**src/ctb_pkg.sv**
```systemverilog
// Purpose: Shared constants for the transmit buffer flag and abort block
// Assumes: 8-bit register port, 4-bit word address
// Notes:   Offsets, field positions and reset values are named here once

`default_nettype none

package ctb_pkg;

  // ==========================================================================
  // Register port geometry
  localparam int unsigned ADDR_W = 4;
  localparam int unsigned DATA_W = 8;
  localparam int unsigned MAX_BUF = 4;   // Two event groups must fit one byte

  // ==========================================================================
  // Register offsets (word addresses)
  localparam logic [ADDR_W-1:0] OFS_TX_FLAGS  = 4'h0;  // tx_buffer_empty_flags, W1C
  localparam logic [ADDR_W-1:0] OFS_TX_IER    = 4'h1;  // tx_empty_irq_enables, RW
  localparam logic [ADDR_W-1:0] OFS_TX_ARQ    = 4'h2;  // tx_abort_requests, W1S
  localparam logic [ADDR_W-1:0] OFS_TX_AAK    = 4'h3;  // tx_abort_acks, RO
  localparam logic [ADDR_W-1:0] OFS_CTRL      = 4'h4;  // Mode control, RW
  localparam logic [ADDR_W-1:0] OFS_STATUS    = 4'h5;  // Mode status, RO
  localparam logic [ADDR_W-1:0] OFS_EVT_STAT  = 4'h6;  // Sticky events, RO
  localparam logic [ADDR_W-1:0] OFS_EVT_CLR   = 4'h7;  // Event clear, WO
  localparam logic [ADDR_W-1:0] OFS_EVT_EN    = 4'h8;  // Event enables, RW

  // ==========================================================================
  // Field positions
  localparam int unsigned CTRL_INIT_REQ_BIT = 0;   // init_mode_request
  localparam int unsigned CTRL_LISTEN_BIT   = 1;   // listen-only mode
  localparam int unsigned STAT_INIT_ACK_BIT = 0;   // init_mode_ack
  localparam int unsigned STAT_INIT_ACT_BIT = 1;   // both request and ack set
  localparam int unsigned EVT_SENT_LSB      = 0;   // Buffer sent, one bit per buffer
  localparam int unsigned EVT_ABORT_LSB     = 4;   // Buffer aborted, one bit per buffer

  // ==========================================================================
  // Reset values
  localparam logic [DATA_W-1:0] TX_FLAGS_RST = 8'h07;  // All buffers empty
  localparam logic [DATA_W-1:0] TX_IER_RST   = 8'h00;
  localparam logic [DATA_W-1:0] TX_ARQ_RST   = 8'h00;
  localparam logic [DATA_W-1:0] TX_AAK_RST   = 8'h00;
  localparam logic [DATA_W-1:0] CTRL_RST     = 8'h01;  // Comes up in init mode
  localparam logic [DATA_W-1:0] EVT_RST      = 8'h00;

endpackage : ctb_pkg

`default_nettype wire

```
**src/ctb_tx_flags.sv**
```systemverilog
// Purpose: Transmit buffer empty flags, interrupt enables, abort requests and acks
// Assumes: One clock; register port with read data one cycle after the strobe
// Notes:   Transmit engine reports per-buffer busy, success and failure
//
// Summary of operation
// - Outside init and listen-only mode, writing 1 clears an empty flag; 0 leaves it.
// - In init mode the flag register sits at reset and ignores writes.
// - One empty flag per buffer in bits 2..0; set means empty, unscheduled.
// - Successful transmission of a buffer sets its empty flag.
// - A carried-out abort of a buffer also sets its empty flag.
// - Transmit interrupt stays high while any enabled empty flag is set.
// - Clearing an empty flag also clears that buffer's abort acknowledge.
// - Whenever an empty flag becomes set, its abort request clears.
// - Listen-only mode ignores flag clears and starts no transmission.
// - Buffer access is blocked while its flag is 0 and it is scheduled.
// - Each enable bit 2..0 lets its buffer-empty event raise an interrupt.
// - Interrupt enables sit at reset in init mode, writable only outside.
// - Abort granted only before transmission starts or after a failed try.
// - An abort sets empty flag and abort acknowledge, interrupting if enabled.
// - Software writes never clear an abort request; only hardware does.
// - Abort requests sit at reset in init mode, writable only outside.

`timescale 1ns/100ps
`default_nettype none

module ctb_tx_flags #(
  parameter int unsigned N_BUF = 3
) (
  // Clock and reset
  input  wire logic                         ref_clk_i,
  input  wire logic                         reset_n_i,
  // Register port
  input  wire logic [ctb_pkg::ADDR_W-1:0]   reg_addr_i,
  input  wire logic [ctb_pkg::DATA_W-1:0]   reg_wdata_i,
  input  wire logic                         reg_wr_i,
  input  wire logic                         reg_rd_i,
  output logic      [ctb_pkg::DATA_W-1:0]   reg_rdata_o,
  // Transmit engine
  input  wire logic [N_BUF-1:0]             tx_busy_i,
  input  wire logic [N_BUF-1:0]             tx_done_i,
  input  wire logic [N_BUF-1:0]             tx_fail_i,
  output logic      [N_BUF-1:0]             tx_req_o,
  output logic      [N_BUF-1:0]             buf_blocked_o,
  // Mode status
  output logic                              init_mode_ack_o,
  // Interrupts
  output logic                              tx_irq_o,
  output logic                              evt_irq_o
);
  import ctb_pkg::*;

  // ==========================================================================
  // Elaboration check
  if (N_BUF < 1 || N_BUF > MAX_BUF) begin : g_bad_n_buf
    $error("N_BUF must lie between 1 and MAX_BUF");
  end

  // ==========================================================================
  // Helpers

  // Zero-extend a buffer vector to a register byte; upper bits read zero
  function automatic logic [DATA_W-1:0] to_byte(input logic [N_BUF-1:0] v);
    logic [DATA_W-1:0] b;
    b = '0;
    b[N_BUF-1:0] = v;
    return b;
  endfunction

  // Write strobe qualified by one register address
  function automatic logic wr_hit(input logic [ADDR_W-1:0] ofs);
    return reg_wr_i && (reg_addr_i == ofs);
  endfunction

  // ==========================================================================
  // State
  logic [N_BUF-1:0] flags_r;        // buf_empty_flag per buffer
  logic [N_BUF-1:0] flags_nxt;
  logic [N_BUF-1:0] ier_r;          // buf_empty_irq_en per buffer
  logic [N_BUF-1:0] arq_r;          // abort_request per buffer
  logic [N_BUF-1:0] arq_nxt;
  logic [N_BUF-1:0] aak_r;          // abort_ack per buffer
  logic [N_BUF-1:0] aak_nxt;
  logic             init_req_r;     // init_mode_request
  logic             init_ack_r;     // init_mode_ack
  logic             listen_r;
  logic [N_BUF-1:0] evt_sent_r;
  logic [N_BUF-1:0] evt_abort_r;
  logic [N_BUF-1:0] evt_sent_en_r;
  logic [N_BUF-1:0] evt_abort_en_r;
  logic [DATA_W-1:0] rdata_r;

  // ==========================================================================
  // Combinational control
  logic             init_active;
  logic [N_BUF-1:0] wdata_buf;
  logic [N_BUF-1:0] clr_req;        // Flags software asks to clear
  logic [N_BUF-1:0] clr_eff;        // Flags that really fall this cycle
  logic [N_BUF-1:0] sent_evt;
  logic [N_BUF-1:0] abort_grant;
  logic [N_BUF-1:0] set_evt;

  assign init_active = init_req_r && init_ack_r;
  assign wdata_buf   = reg_wdata_i[N_BUF-1:0];

  // Write decodes as variables: a continuous assignment would not wake on the
  // strobe read inside the function, so the decode sits in an always_comb
  logic             wr_flags;
  logic             wr_ier;
  logic             wr_arq;
  always_comb begin
    wr_flags = wr_hit(OFS_TX_FLAGS);
    wr_ier   = wr_hit(OFS_TX_IER);
    wr_arq   = wr_hit(OFS_TX_ARQ);
  end

  // Flag clears refused in init and listen-only mode
  assign clr_req = (wr_flags && !init_active && !listen_r) ?
                   wdata_buf : '0;

  // Success only counts for a buffer still queued
  assign sent_evt = tx_done_i & ~flags_r;

  // Abort needs a queued buffer not under way, or whose attempt just failed;
  // a simultaneous success wins, so the message counts as sent anyway
  assign abort_grant = arq_r & ~flags_r & (~tx_busy_i | tx_fail_i) & ~tx_done_i;

  assign set_evt = sent_evt | abort_grant;

  // Hardware set wins over a software clear in the same cycle
  assign clr_eff   = clr_req & flags_r & ~set_evt;
  assign flags_nxt = (flags_r & ~clr_req) | set_evt;

  // Requests are set by software only; a set flag removes them
  assign arq_nxt = (arq_r | (wr_arq ? wdata_buf : '0)) & ~flags_nxt;

  // Acknowledge joins the abort, leaves when the flag is cleared again
  assign aak_nxt = (aak_r | abort_grant) & ~clr_eff;

  // ==========================================================================
  // Mode control: request from software, ack one cycle later
  always_ff @(posedge ref_clk_i or negedge reset_n_i) begin
    if (!reset_n_i) begin
      init_req_r <= CTRL_RST[CTRL_INIT_REQ_BIT];
      listen_r   <= CTRL_RST[CTRL_LISTEN_BIT];
      init_ack_r <= 1'b0;
    end else begin
      if (wr_hit(OFS_CTRL)) begin
        init_req_r <= reg_wdata_i[CTRL_INIT_REQ_BIT];
        listen_r   <= reg_wdata_i[CTRL_LISTEN_BIT];
      end
      init_ack_r <= init_req_r;
    end
  end

  // ==========================================================================
  // Empty flags, held at reset during init mode
  always_ff @(posedge ref_clk_i or negedge reset_n_i) begin
    if (!reset_n_i) begin
      flags_r <= TX_FLAGS_RST[N_BUF-1:0];
    end else if (init_active) begin
      flags_r <= TX_FLAGS_RST[N_BUF-1:0];
    end else begin
      flags_r <= flags_nxt;
    end
  end

  // ==========================================================================
  // Interrupt enables
  always_ff @(posedge ref_clk_i or negedge reset_n_i) begin
    if (!reset_n_i) begin
      ier_r <= TX_IER_RST[N_BUF-1:0];
    end else if (init_active) begin
      ier_r <= TX_IER_RST[N_BUF-1:0];
    end else if (wr_hit(OFS_TX_IER)) begin
      ier_r <= wdata_buf;
    end
  end

  // ==========================================================================
  // Abort requests
  always_ff @(posedge ref_clk_i or negedge reset_n_i) begin
    if (!reset_n_i) begin
      arq_r <= TX_ARQ_RST[N_BUF-1:0];
    end else if (init_active) begin
      arq_r <= TX_ARQ_RST[N_BUF-1:0];
    end else begin
      arq_r <= arq_nxt;
    end
  end

  // ==========================================================================
  // Abort acknowledges
  always_ff @(posedge ref_clk_i or negedge reset_n_i) begin
    if (!reset_n_i) begin
      aak_r <= TX_AAK_RST[N_BUF-1:0];
    end else if (init_active) begin
      aak_r <= TX_AAK_RST[N_BUF-1:0];
    end else begin
      aak_r <= aak_nxt;
    end
  end

  // ==========================================================================
  // Sticky events; set wins over a clear in the same cycle
  always_ff @(posedge ref_clk_i or negedge reset_n_i) begin
    if (!reset_n_i) begin
      evt_sent_r  <= EVT_RST[N_BUF-1:0];
      evt_abort_r <= EVT_RST[N_BUF-1:0];
    end else if (wr_hit(OFS_EVT_CLR)) begin
      evt_sent_r  <= (evt_sent_r & ~reg_wdata_i[EVT_SENT_LSB +: N_BUF]) |
                     (init_active ? '0 : sent_evt);
      evt_abort_r <= (evt_abort_r & ~reg_wdata_i[EVT_ABORT_LSB +: N_BUF]) |
                     (init_active ? '0 : abort_grant);
    end else if (!init_active) begin
      evt_sent_r  <= evt_sent_r | sent_evt;
      evt_abort_r <= evt_abort_r | abort_grant;
    end
  end

  // ==========================================================================
  // Event enables
  always_ff @(posedge ref_clk_i or negedge reset_n_i) begin
    if (!reset_n_i) begin
      evt_sent_en_r  <= EVT_RST[N_BUF-1:0];
      evt_abort_en_r <= EVT_RST[N_BUF-1:0];
    end else if (wr_hit(OFS_EVT_EN)) begin
      evt_sent_en_r  <= reg_wdata_i[EVT_SENT_LSB +: N_BUF];
      evt_abort_en_r <= reg_wdata_i[EVT_ABORT_LSB +: N_BUF];
    end
  end

  // ==========================================================================
  // Read data: valid only in the cycle after the strobe, zero otherwise
  always_ff @(posedge ref_clk_i or negedge reset_n_i) begin
    if (!reset_n_i) begin
      rdata_r <= '0;
    end else if (reg_rd_i) begin
      case (reg_addr_i)
        OFS_TX_FLAGS: rdata_r <= to_byte(flags_r);
        OFS_TX_IER:   rdata_r <= to_byte(ier_r);
        OFS_TX_ARQ:   rdata_r <= to_byte(arq_r);
        OFS_TX_AAK:   rdata_r <= to_byte(aak_r);
        OFS_CTRL: begin
          rdata_r                    <= '0;
          rdata_r[CTRL_INIT_REQ_BIT] <= init_req_r;
          rdata_r[CTRL_LISTEN_BIT]   <= listen_r;
        end
        OFS_STATUS: begin
          rdata_r                    <= '0;
          rdata_r[STAT_INIT_ACK_BIT] <= init_ack_r;
          rdata_r[STAT_INIT_ACT_BIT] <= init_active;
        end
        OFS_EVT_STAT: rdata_r <= to_byte(evt_sent_r) | (to_byte(evt_abort_r) << EVT_ABORT_LSB);
        OFS_EVT_EN:   rdata_r <= to_byte(evt_sent_en_r) |
                                 (to_byte(evt_abort_en_r) << EVT_ABORT_LSB);
        default:      rdata_r <= '0;  // Unmapped and write-only read zero
      endcase
    end else begin
      rdata_r <= '0;
    end
  end

  // ==========================================================================
  // Outputs
  assign reg_rdata_o     = rdata_r;
  assign init_mode_ack_o = init_ack_r;
  // Queued buffers offered to the engine; none in listen-only or init mode
  assign tx_req_o        = ~flags_r & {N_BUF{!(listen_r || init_active)}};
  // Buffer contents locked while scheduled, so software cannot tear a frame
  assign buf_blocked_o   = ~flags_r;
  // Level request, drops as soon as the flag or its enable goes
  assign tx_irq_o        = |(flags_r & ier_r);
  assign evt_irq_o       = |(evt_sent_r & evt_sent_en_r) | |(evt_abort_r & evt_abort_en_r);

  // Helper: a clearing write with no competing set
  logic [N_BUF-1:0] clr_only;
  assign clr_only = clr_req & ~set_evt;
endmodule : ctb_tx_flags

`default_nettype wire

```
**config.mk**
```make
export PLATFORM = sky130hd
export DESIGN_NAME = ctb_tx_flags
export DESIGN_NICKNAME = d
export VERILOG_FILES = /design/src/ctb_pkg.sv /design/src/ctb_tx_flags.sv
export SDC_FILE = /design/constraint.sdc
export NUM_CORES = 1
export LEC_CHECK = 0
export CELL_PAD_IN_SITES_DETAIL_PLACEMENT = 0
export CELL_PAD_IN_SITES_GLOBAL_PLACEMENT = 1
export CORE_MARGIN = 2
export CORE_UTILIZATION = 51
export CTS_CLUSTER_DIAMETER = 120
export CTS_CLUSTER_SIZE = 16
export DETAILED_ROUTE_END_ITERATION = 16
export DONT_BUFFER_PORTS = 1
export HOLD_SLACK_MARGIN = 0.08
export PLACE_DENSITY_LB_ADDON = 0.08
export RECOVER_POWER = 50
export SYNTH_ARGS = -nofsm -noshare
export SYNTH_HDL_FRONTEND = slang
export SYNTH_SLANG_ARGS = --single-unit
```
**constraint.sdc**
```tcl
create_clock -name ref_clk_i -period 4.25 [get_ports ref_clk_i]
set_clock_uncertainty 0.05 [all_clocks]
set_input_delay 0.6375 -clock ref_clk_i [delete_from_list [all_inputs] [get_ports ref_clk_i]]
set_output_delay 0.6375 -clock ref_clk_i [all_outputs]
set_load 0.1 [all_outputs]
```
==> load_flow_metrics.sql, run 1 <==
INSERT INTO impl_metrics (metric_group, metric, value, unit) VALUES
('worst_setup_path', 'arrival', '1.85', 'ns'),
('sta', 'max_freq', '0.3939', 'GHz'),
('synth', 'post_synth.cell_area_avg', '10.17', 'sq um'),
('synth', 'yosysMostFrequentCell', 'dfrtp_1', ''),
('sta', 'setup_total_negative_slack', '0', 'ns'),
('clock_network', 'clk_path_buf_depth', '2', ''),
('synth', 'synth_seq_cells', '33', ''),
('sta', 'finalMaxSlewViolations', '32', ''),
('final_layout', 'area_growth_syn_to_layout', '9.602', '%'),
('sta', 'relSlewSlack', '-6.331', '%'),
('sta', 'period_needed', '2.539', 'ns'),
('global_route', 'grt_first_pass_wirelength', '6.962', 'mm'),
('power_and_ir_drop', 'power_per_cell_area', '400.9', 'mW/mm^2'),
('worst_setup_path', 'path_cells', 'buf_4 -> and2_1 -> nor3_2 -> clkbuf_16', ''),
('sta', 'rsz0062_at_grt', 'no', ''),
('floorplan', 'initial_utilization', '52.72', '%'),
('synth', 'synth_area_leader_cell', 'dfrtp_1', ''),
('synth', 'part_of_the_yosys_area_used_for_sequential_elements', '47.23', '%'),
('final_layout', 'design.final.nets', '201', ''),
('worst_setup_path', 'criticalPathCategory', 'flop to output pin', ''),
('worst_setup_path', 'worst_path_largest_cell_delay', '0.55', 'ns'),
('clock_network', 'cts_made_buffers', '5', ''),
('synth', 'synth_top_cell_area_share', '41.25', '%'),
('final_layout', 'multiInputGateArea', '877.1', 'sq um'),
('clock_network', 'root_buffer', 'clkbuf_4', ''),
('clock_network', 'cts_hold_buf', '2', ''),
('synth', 'ys_types', '46', ''),
('sta', 'total_count_of_hold_check_failures_in_the_final_report', '0', ''),
('final_layout', 'num_antenna_cells', '0', ''),
('clock_network', 'worst_skew_pair.late_latency', '0.33', 'ns'),
('detailed_routing', 'drtIter0Drc', '121', ''),
('placement', 'port_buffers', '0', ''),
('clock_network', 'post_cts.resized_instances', '0', ''),
('detailed_routing', 'drt-pass1-iter-count', '4', ''),
('floorplan', 'core_area', '0.003337', 'sq mm'),
('clock_network', 'tritoncts_num_sinks', '33', ''),
('clock_network', 'postCtsSetupRepairBufs', '0', ''),
('final_layout', 'fillCellCount', '306', ''),
('floorplan', 'row_count', '21', ''),
('detailed_routing', 'vias_per_cell', '6.278', ''),
('placement', 'globalplace.congestion', '0.9711', ''),
('synth', 'post_synth_main_area_contributors', 'dfrtp_1 (41%), dfstp_2 (6.0%), mux2_2 (5.8%)', ''),
('run_status', 'status', 'complete, but fails checks', ''),
('floorplan', 'die_height', '62.73', 'um'),
('detailed_routing', 'ant_nets', '0', ''),
('synth', 'synth_top_cells_by_count', 'dfrtp_1 (29), nor2_1 (17), nand2_1 (12)', ''),
('final_layout', 'layout-drive-gt1-share', '17.51', '%'),
('floorplan', 'fp.dieW', '62.73', 'um'),
('power_and_ir_drop', 'power.ir.vdd_worst', '0.1930', 'mV'),
('global_route', 'grt_start_max_net_pins', '32', ''),
('sta', 'post-route-period-util', '59.73', '%'),
('clock_network', 'clkSlewWorstSetupHoldPaths', '0.10', 'ns'),
('worst_setup_path', 'slowest_stage_cell_on_the_critical_path', 'and2_1', ''),
('clock_network', 'cts_tree', 'built', ''),
('placement', 'final_hpwl_from_detailed_placement', '3.005', 'mm'),
('final_layout', 'area.sequential', '830.8', 'sq um'),
('sta', 'finalSetupViolations', '0', ''),
('worst_setup_path', 'r2r_slack', '2.47', 'ns'),
('worst_setup_path', 'worst-path-max-fanout', '12', ''),
('flow_run', 'cap_viol_max_count', '1', ''),
('synth', 'postSynthCellCount', '173', ''),
('worst_setup_path', 'worstSetupEndpointType', 'output pin', ''),
('power_and_ir_drop', 'static-leakage-power', '0.0008068', 'uW'),
('run_status', 'failed_checks', 'max-capacitance violations, max-slew violations', ''),
('worst_setup_path', 'crit_required', '3.56', 'ns'),
('floorplan', 'floorplan.die_area', '0.003935', 'sq mm'),
('synth', 'number_of_enable_type_register_cells_in_the_synthesized_netlist', '0', ''),
('floorplan', 'floorplan.io_pins', '42', ''),
('synth', 'post_synth_arst_share', '100.0', '%'),
('synth', 'yosys_warnings', '0', ''),
('detailed_routing', 'routed_wirelength', '4.196', 'mm');
==> critical path: cells and delay by family (launching register included) <==
kind	cells	cell delay, ns
buffers and inverters	2	0.52
DFF	1	0.33
and+or+nand+nor	2	0.66
==> state kept, by name, indices dropped and copies added, names as in the netlist <==
signal	count
evt_abort_r	3
arq_r	3
evt_sent_en_r	3
init_req_r	1
aak_r	3
init_mode_ack_o	1
flags_r	3
evt_abort_en_r	3
evt_sent_r	3
listen_r	1
ier_r	3
reg_rdata_o	6
==> cell usage in the layout, fill, tap and decap left out, types with 4 or more instances in the layout <==
cell       Yosys  layout
nand2_1       12      12
mux2_2         9       9
a21oi_1        7       7
a31oi_1        5       5
o2bb2ai_1      4       4
dfrtp_1       29      29
nand3_1        8       8
mux2i_1        4       4
nor2_1        17      17
a22oi_1        7       7
inv_1          4       4
clkbuf_4       0       5
==> per-stage QoR <==
stage	setup WS, ns	instance area, sq um	hold WS [ns]	power (uW)	util, %
2_1_floorplan	0.2551	1763	0.2919	579.4	-
5_1_grt	1.473	1928	0.3779	808.0	57.78
6_report	1.711	1928	0.3930	772.9	57.78
3_3_place_gp	2.083	1863	0.2927	603.2	55.83
3_5_place_dp	2.066	1863	0.2927	607.8	55.83
4_1_cts	1.693	1944	0.3861	781.7	58.27
==> path summary, 6_finish.rpt <==
check,startpoint,to,cells after the start
worst min register to register,init_req_r,init_mode_ack_o,0
worst max register to register,listen_r,arq_r[1],4
min in group asynchronous,reset_n_i,flags_r[0],1
max in group asynchronous,reset_n_i,listen_r,2
worst max-delay path,init_mode_ack_o,tx_req_o[1],4
worst min-delay path,reg_wdata_i[4],evt_abort_en_r[0],1
==> layout make-up <==
| class | instances | share of cell area, % |
|---|---|---|
| multi-input combinational | 126 | 45.49 |
| clock inverter | 2 | 0.5191 |
| inverter | 4 | 0.7787 |
| clock buffer | 6 | 2.141 |
| sequential | 33 | 43.09 |
| timing repair buffer | 6 | 4.997 |
| tap | 46 | 2.985 |
==> power by group <==
group	switching, uW	total (uW)	internal [uW]
clock	104	167	62.9
combinational	153	208	55.1
sequential	46.2	398	352
==> cell families (layout without fill, tap and decap cells) <==
| logic type | after synthesis | after routing | synth area share, % |
|---|---|---|---|
| AOI/OAI and AO/OA | 44 | 44 | 18.21 |
| buffers and inverters | 15 | 18 | 3.982 |
| DFF | 33 | 33 | 47.23 |
| muxes | 13 | 13 | 8.037 |
| other | 1 | 2 | 0.2132 |
| and+or+nand+nor | 67 | 67 | 22.33 |
==> routing by layer <==
metal	global-route usage [%]	vias to the layer above	part of all wire, %
li1	-	649	-
met4	6.667	0	1.4
met2	36.69	53	48
met1	30.58	691	44
met3	7.207	7	7.4
met5	0	-	0
Note: power is estimated with default switching activity, not from simulation.
==> inputs of run 2 (changes only) <==
ABC_AREA = 1   (was default)
CORE_UTILIZATION = 44   (was 51)
clock period = 2.45 ns   (was 4.25 ns; I/O delays follow)
==> run 2 against run 1 <==
The run now ends clean; global-route usage down 1.3 points; flip-flop and latch count unchanged; critical path type unchanged; largest power group unchanged; core utilization down 3.5 points.
==> load_flow_metrics.sql, run 2 <==
INSERT INTO impl_metrics (metric_group, metric, value, unit) VALUES
('run_status', 'status', 'completed', ''),
('floorplan', 'floorplan.die_area', '0.004438', 'sq mm'),
('clock_network', 'post_cts.resized_instances', '0', ''),
('worst_setup_path', 'critPathLaunchType', 'flop', ''),
('clock_network', 'root_buffer', 'clkbuf_8', ''),
('synth', 'post_synth_main_area_contributors', 'dfrtp_1 (42%), nand2_1 (13%), nand3_1 (10%)', ''),
('global_route', 'grt_antenna_before_repair', '0', ''),
('detailed_routing', 'ant_nets', '0', ''),
('placement', 'port_buffers', '0', ''),
('synth', 'ys_types', '16', ''),
('clock_network', 'postCtsSetupRepairBufs', '0', ''),
('placement', 'globalplace.congestion', '0.8268', ''),
('clock_network', 'tritoncts_num_sinks', '33', ''),
('floorplan', 'floorplan.io_pins', '42', ''),
('worst_setup_path', 'worstSetupEndpointType', 'output pin', ''),
('synth', 'synth_top_cell_area_share', '42.06', '%'),
('floorplan', 'row_count', '22', ''),
('floorplan', 'initial_utilization', '46.43', '%'),
('sta', 'period_needed', '1.886', 'ns'),
('worst_setup_path', 'path_cells', 'nand2_1 -> nand2_1 -> nor2_2 -> buf_12', ''),
('final_layout', 'design.final.nets', '275', ''),
('worst_setup_path', 'slowest_stage_cell_on_the_critical_path', 'dfstp_1', ''),
('detailed_routing', 'drt-wirelength-per-cell', '14.03', 'um'),
('detailed_routing', 'drt-pass1-iter-count', '4', ''),
('final_layout', 'commonest_non_fill_non_tap_cell_in_the_layout', 'nand2_1', ''),
('sta', 'total_count_of_hold_check_failures_in_the_final_report', '0', ''),
('sta', 'rsz0062_at_grt', 'no', ''),
('synth', 'number_of_enable_type_register_cells_in_the_synthesized_netlist', '0', ''),
('worst_setup_path', 'crit_required', '2.03', 'ns'),
('worst_setup_path', 'criticalPathCategory', 'flop to output pin', ''),
('power_and_ir_drop', 'power.ir.vdd_worst', '0.4660', 'mV'),
('worst_setup_path', 'path_common_cell', 'nand2_1', ''),
('final_layout', 'layout-drive-gt1-share', '12.35', '%'),
('final_layout', 'largest_register_ffs', '6', ''),
('worst_setup_path', 'worst_path_largest_cell_delay', '0.57', 'ns'),
('final_layout', 'area_growth_syn_to_layout', '16.90', '%'),
('detailed_routing', 'routed_wirelength', '4.195', 'mm'),
('synth', 'post_synth.cell_area_avg', '7.311', 'sq um'),
('clock_network', 'cts_max_level', '2', ''),
('detailed_routing', 'vias', '1540', ''),
('detailed_routing', 'drc_errors', '0', ''),
('global_route', 'grt_usage', '21.85', '%'),
('detailed_routing', 'vias_per_cell', '5.151', ''),
('floorplan', 'die_height', '66.62', 'um'),
('synth', 'synth_area_leader_cell', 'dfrtp_1', ''),
('detailed_routing', 'drtIter0Drc', '86', ''),
('synth', 'part_of_the_yosys_area_used_for_sequential_elements', '48.15', '%'),
('power_and_ir_drop', 'power_per_cell_area', '980.0', 'mW/mm^2'),
('final_layout', 'num_antenna_cells', '0', ''),
('placement', 'detailed_place.area', '0.001874', 'sq mm'),
('global_route', 'number_of_global_route_vias_before_repair', '1433', ''),
('worst_setup_path', 'worst-path-max-fanout', '7', ''),
('hold_path', 'type_of_the_tightest_min_delay_check', 'input pin to flop', ''),
('synth', 'yosys_warnings', '0', ''),
('final_layout', 'design_area', '0.002017', 'sq mm'),
('synth', 'postSynthCellCount', '236', ''),
('sta', 'finalMaxSlewViolations', '0', ''),
('synth', 'post_synth_instance_area', '0.001725', 'sq mm'),
('sta', 'max_freq', '0.5303', 'GHz'),
('final_layout', 'layout.cells.non_filler', '299', ''),
('sta', 'worst_slew_pin_slew', '0.8677', 'ns'),
('clock_network', 'clkSlewWorstSetupHoldPaths', '0.07', 'ns'),
('sta', 'relSlewSlack', '42.19', '%'),
('global_route', 'grt_overflow', '0', ''),
('synth', 'synth_seq_cells', '33', ''),
('sta', 'post-route-period-util', '76.96', '%'),
('power_and_ir_drop', 'static-leakage-power', '0.001041', 'uW'),
('synth', 'synth_top_flop_cell', 'dfrtp_1', ''),
('synth', 'synth_top_cells_by_count', 'nand2_1 (61), nand3_1 (35), inv_1 (34)', ''),
('global_route', 'grt_first_pass_wirelength', '7.072', 'mm'),
('sta', 'fin_hold_ws', '0.1749', 'ns'),
('sta', 'finalSetupViolations', '0', ''),
('synth', 'post_synth_arst_share', '100.0', '%'),
('worst_setup_path', 'arrival', '1.47', 'ns'),
('flow_run', 'cap_viol_max_count', '0', ''),
('floorplan', 'core_area', '0.003716', 'sq mm'),
('global_route', 'grt_start_max_net_pins', '34', ''),
('synth', 'yosysMostFrequentCell', 'nand2_1', ''),
('clock_network', 'worst_skew_pair.late_latency', '0.29', 'ns'),
('floorplan', 'fp.dieW', '66.62', 'um'),
('placement', 'final_hpwl_from_detailed_placement', '3.130', 'mm'),
('clock_network', 'clk_path_buf_depth', '2', ''),
('power_and_ir_drop', 'totalPowerFinal', '1977', 'uW'),
('placement', 'placedCellCount', '289', ''),
('clock_network', 'cts_made_buffers', '5', ''),
('clock_network', 'cts_tree', 'built', ''),
('final_layout', 'final_cell_mix', 'nand2_1 (61), inv_1 (35), nand3_1 (35), dfrtp_1 (29), o21ai_0 (18)', '');
## run 2: cell count changes after synthesis, sizes merged, moves of 5 or more
cell   change
o21ai     +22
nor2       +8
a31oi      -5
inv       +32
a22oi      -7
nand2     +49
nor3       -6
mux2       -9
nand3     +27
## run 2: worst paths after layout
kind	cells after the start	endpoint	slack [ns]	from
min in group asynchronous	2	evt_abort_en_r[0]	0.47	reset_n_i
max in group asynchronous	2	flags_r[2]	1.62	reset_n_i
worst min register to register	0	init_mode_ack_o	0.39	init_req_r
worst max-delay path	4	tx_req_o[1]	0.56	init_req_r
worst max register to register	6	reg_rdata_o[1]	0.82	init_req_r
worst min-delay path	2	evt_abort_en_r[0]	0.17	reg_wdata_i[4]
## run 2: cells by family after synthesis
logic type      synth area share, %
compound gates                10.73
simple gates                  31.04
other cells                  0.2173
buf+inv                       9.862
flops                         48.15
## run 2: per-layer routing
metal	track usage, %	vias up	wire length, um
li1	-	777	-
met1	30.45	708	1941
met2	33.38	51	1961
met3	5.912	4	252
met4	6.122	0	40
met5	0	-	0
## run 2: report_power, final
| part | internal [uW] | switching (uW) | leakage [uW] |
|---|---|---|---|
| sequential | 650 | 124 | 0.000418 |
| combinational | 164 | 497 | 0.000566 |
| clock | 331 | 211 | 0.0000574 |
## run 2: worst max-delay path, delay by kind of cell (launching register included)
kind                   cells  cell delay (ns)
buffers and inverters      1             0.16
flip-flops                 1             0.57
AND/OR/NAND/NOR            3             0.46
## run 2: metrics by stage
stage                     worst slack (ns)  TNS [ns]  util [%]
final                               0.5644         0     54.28
after global routing                0.4714         0     54.28
after CTS                           0.5923         0     54.48
after detailed placement            0.8612         0     50.44
after global placement              0.8578         0     50.44
after floorplan                    -0.3930    -1.179         -
## run 2: final cells by class
type / instances / area, sq um
repair buffers: 12 / 142.6
clock inverters: 2 / 37.54
flip-flops and latches: 33 / 830.8
inverters: 36 / 135.1
multi-input cells: 162 / 728.2
fillers: 385 / 1699
clock buffers: 6 / 82.58
well taps: 48 / 60.06
## run 2: what timing repair did
action	4_1_cts	5_1_grt
hold buffers	2	0
endpoints found under the setup margin	0	0
hold endpoints to repair	33	0
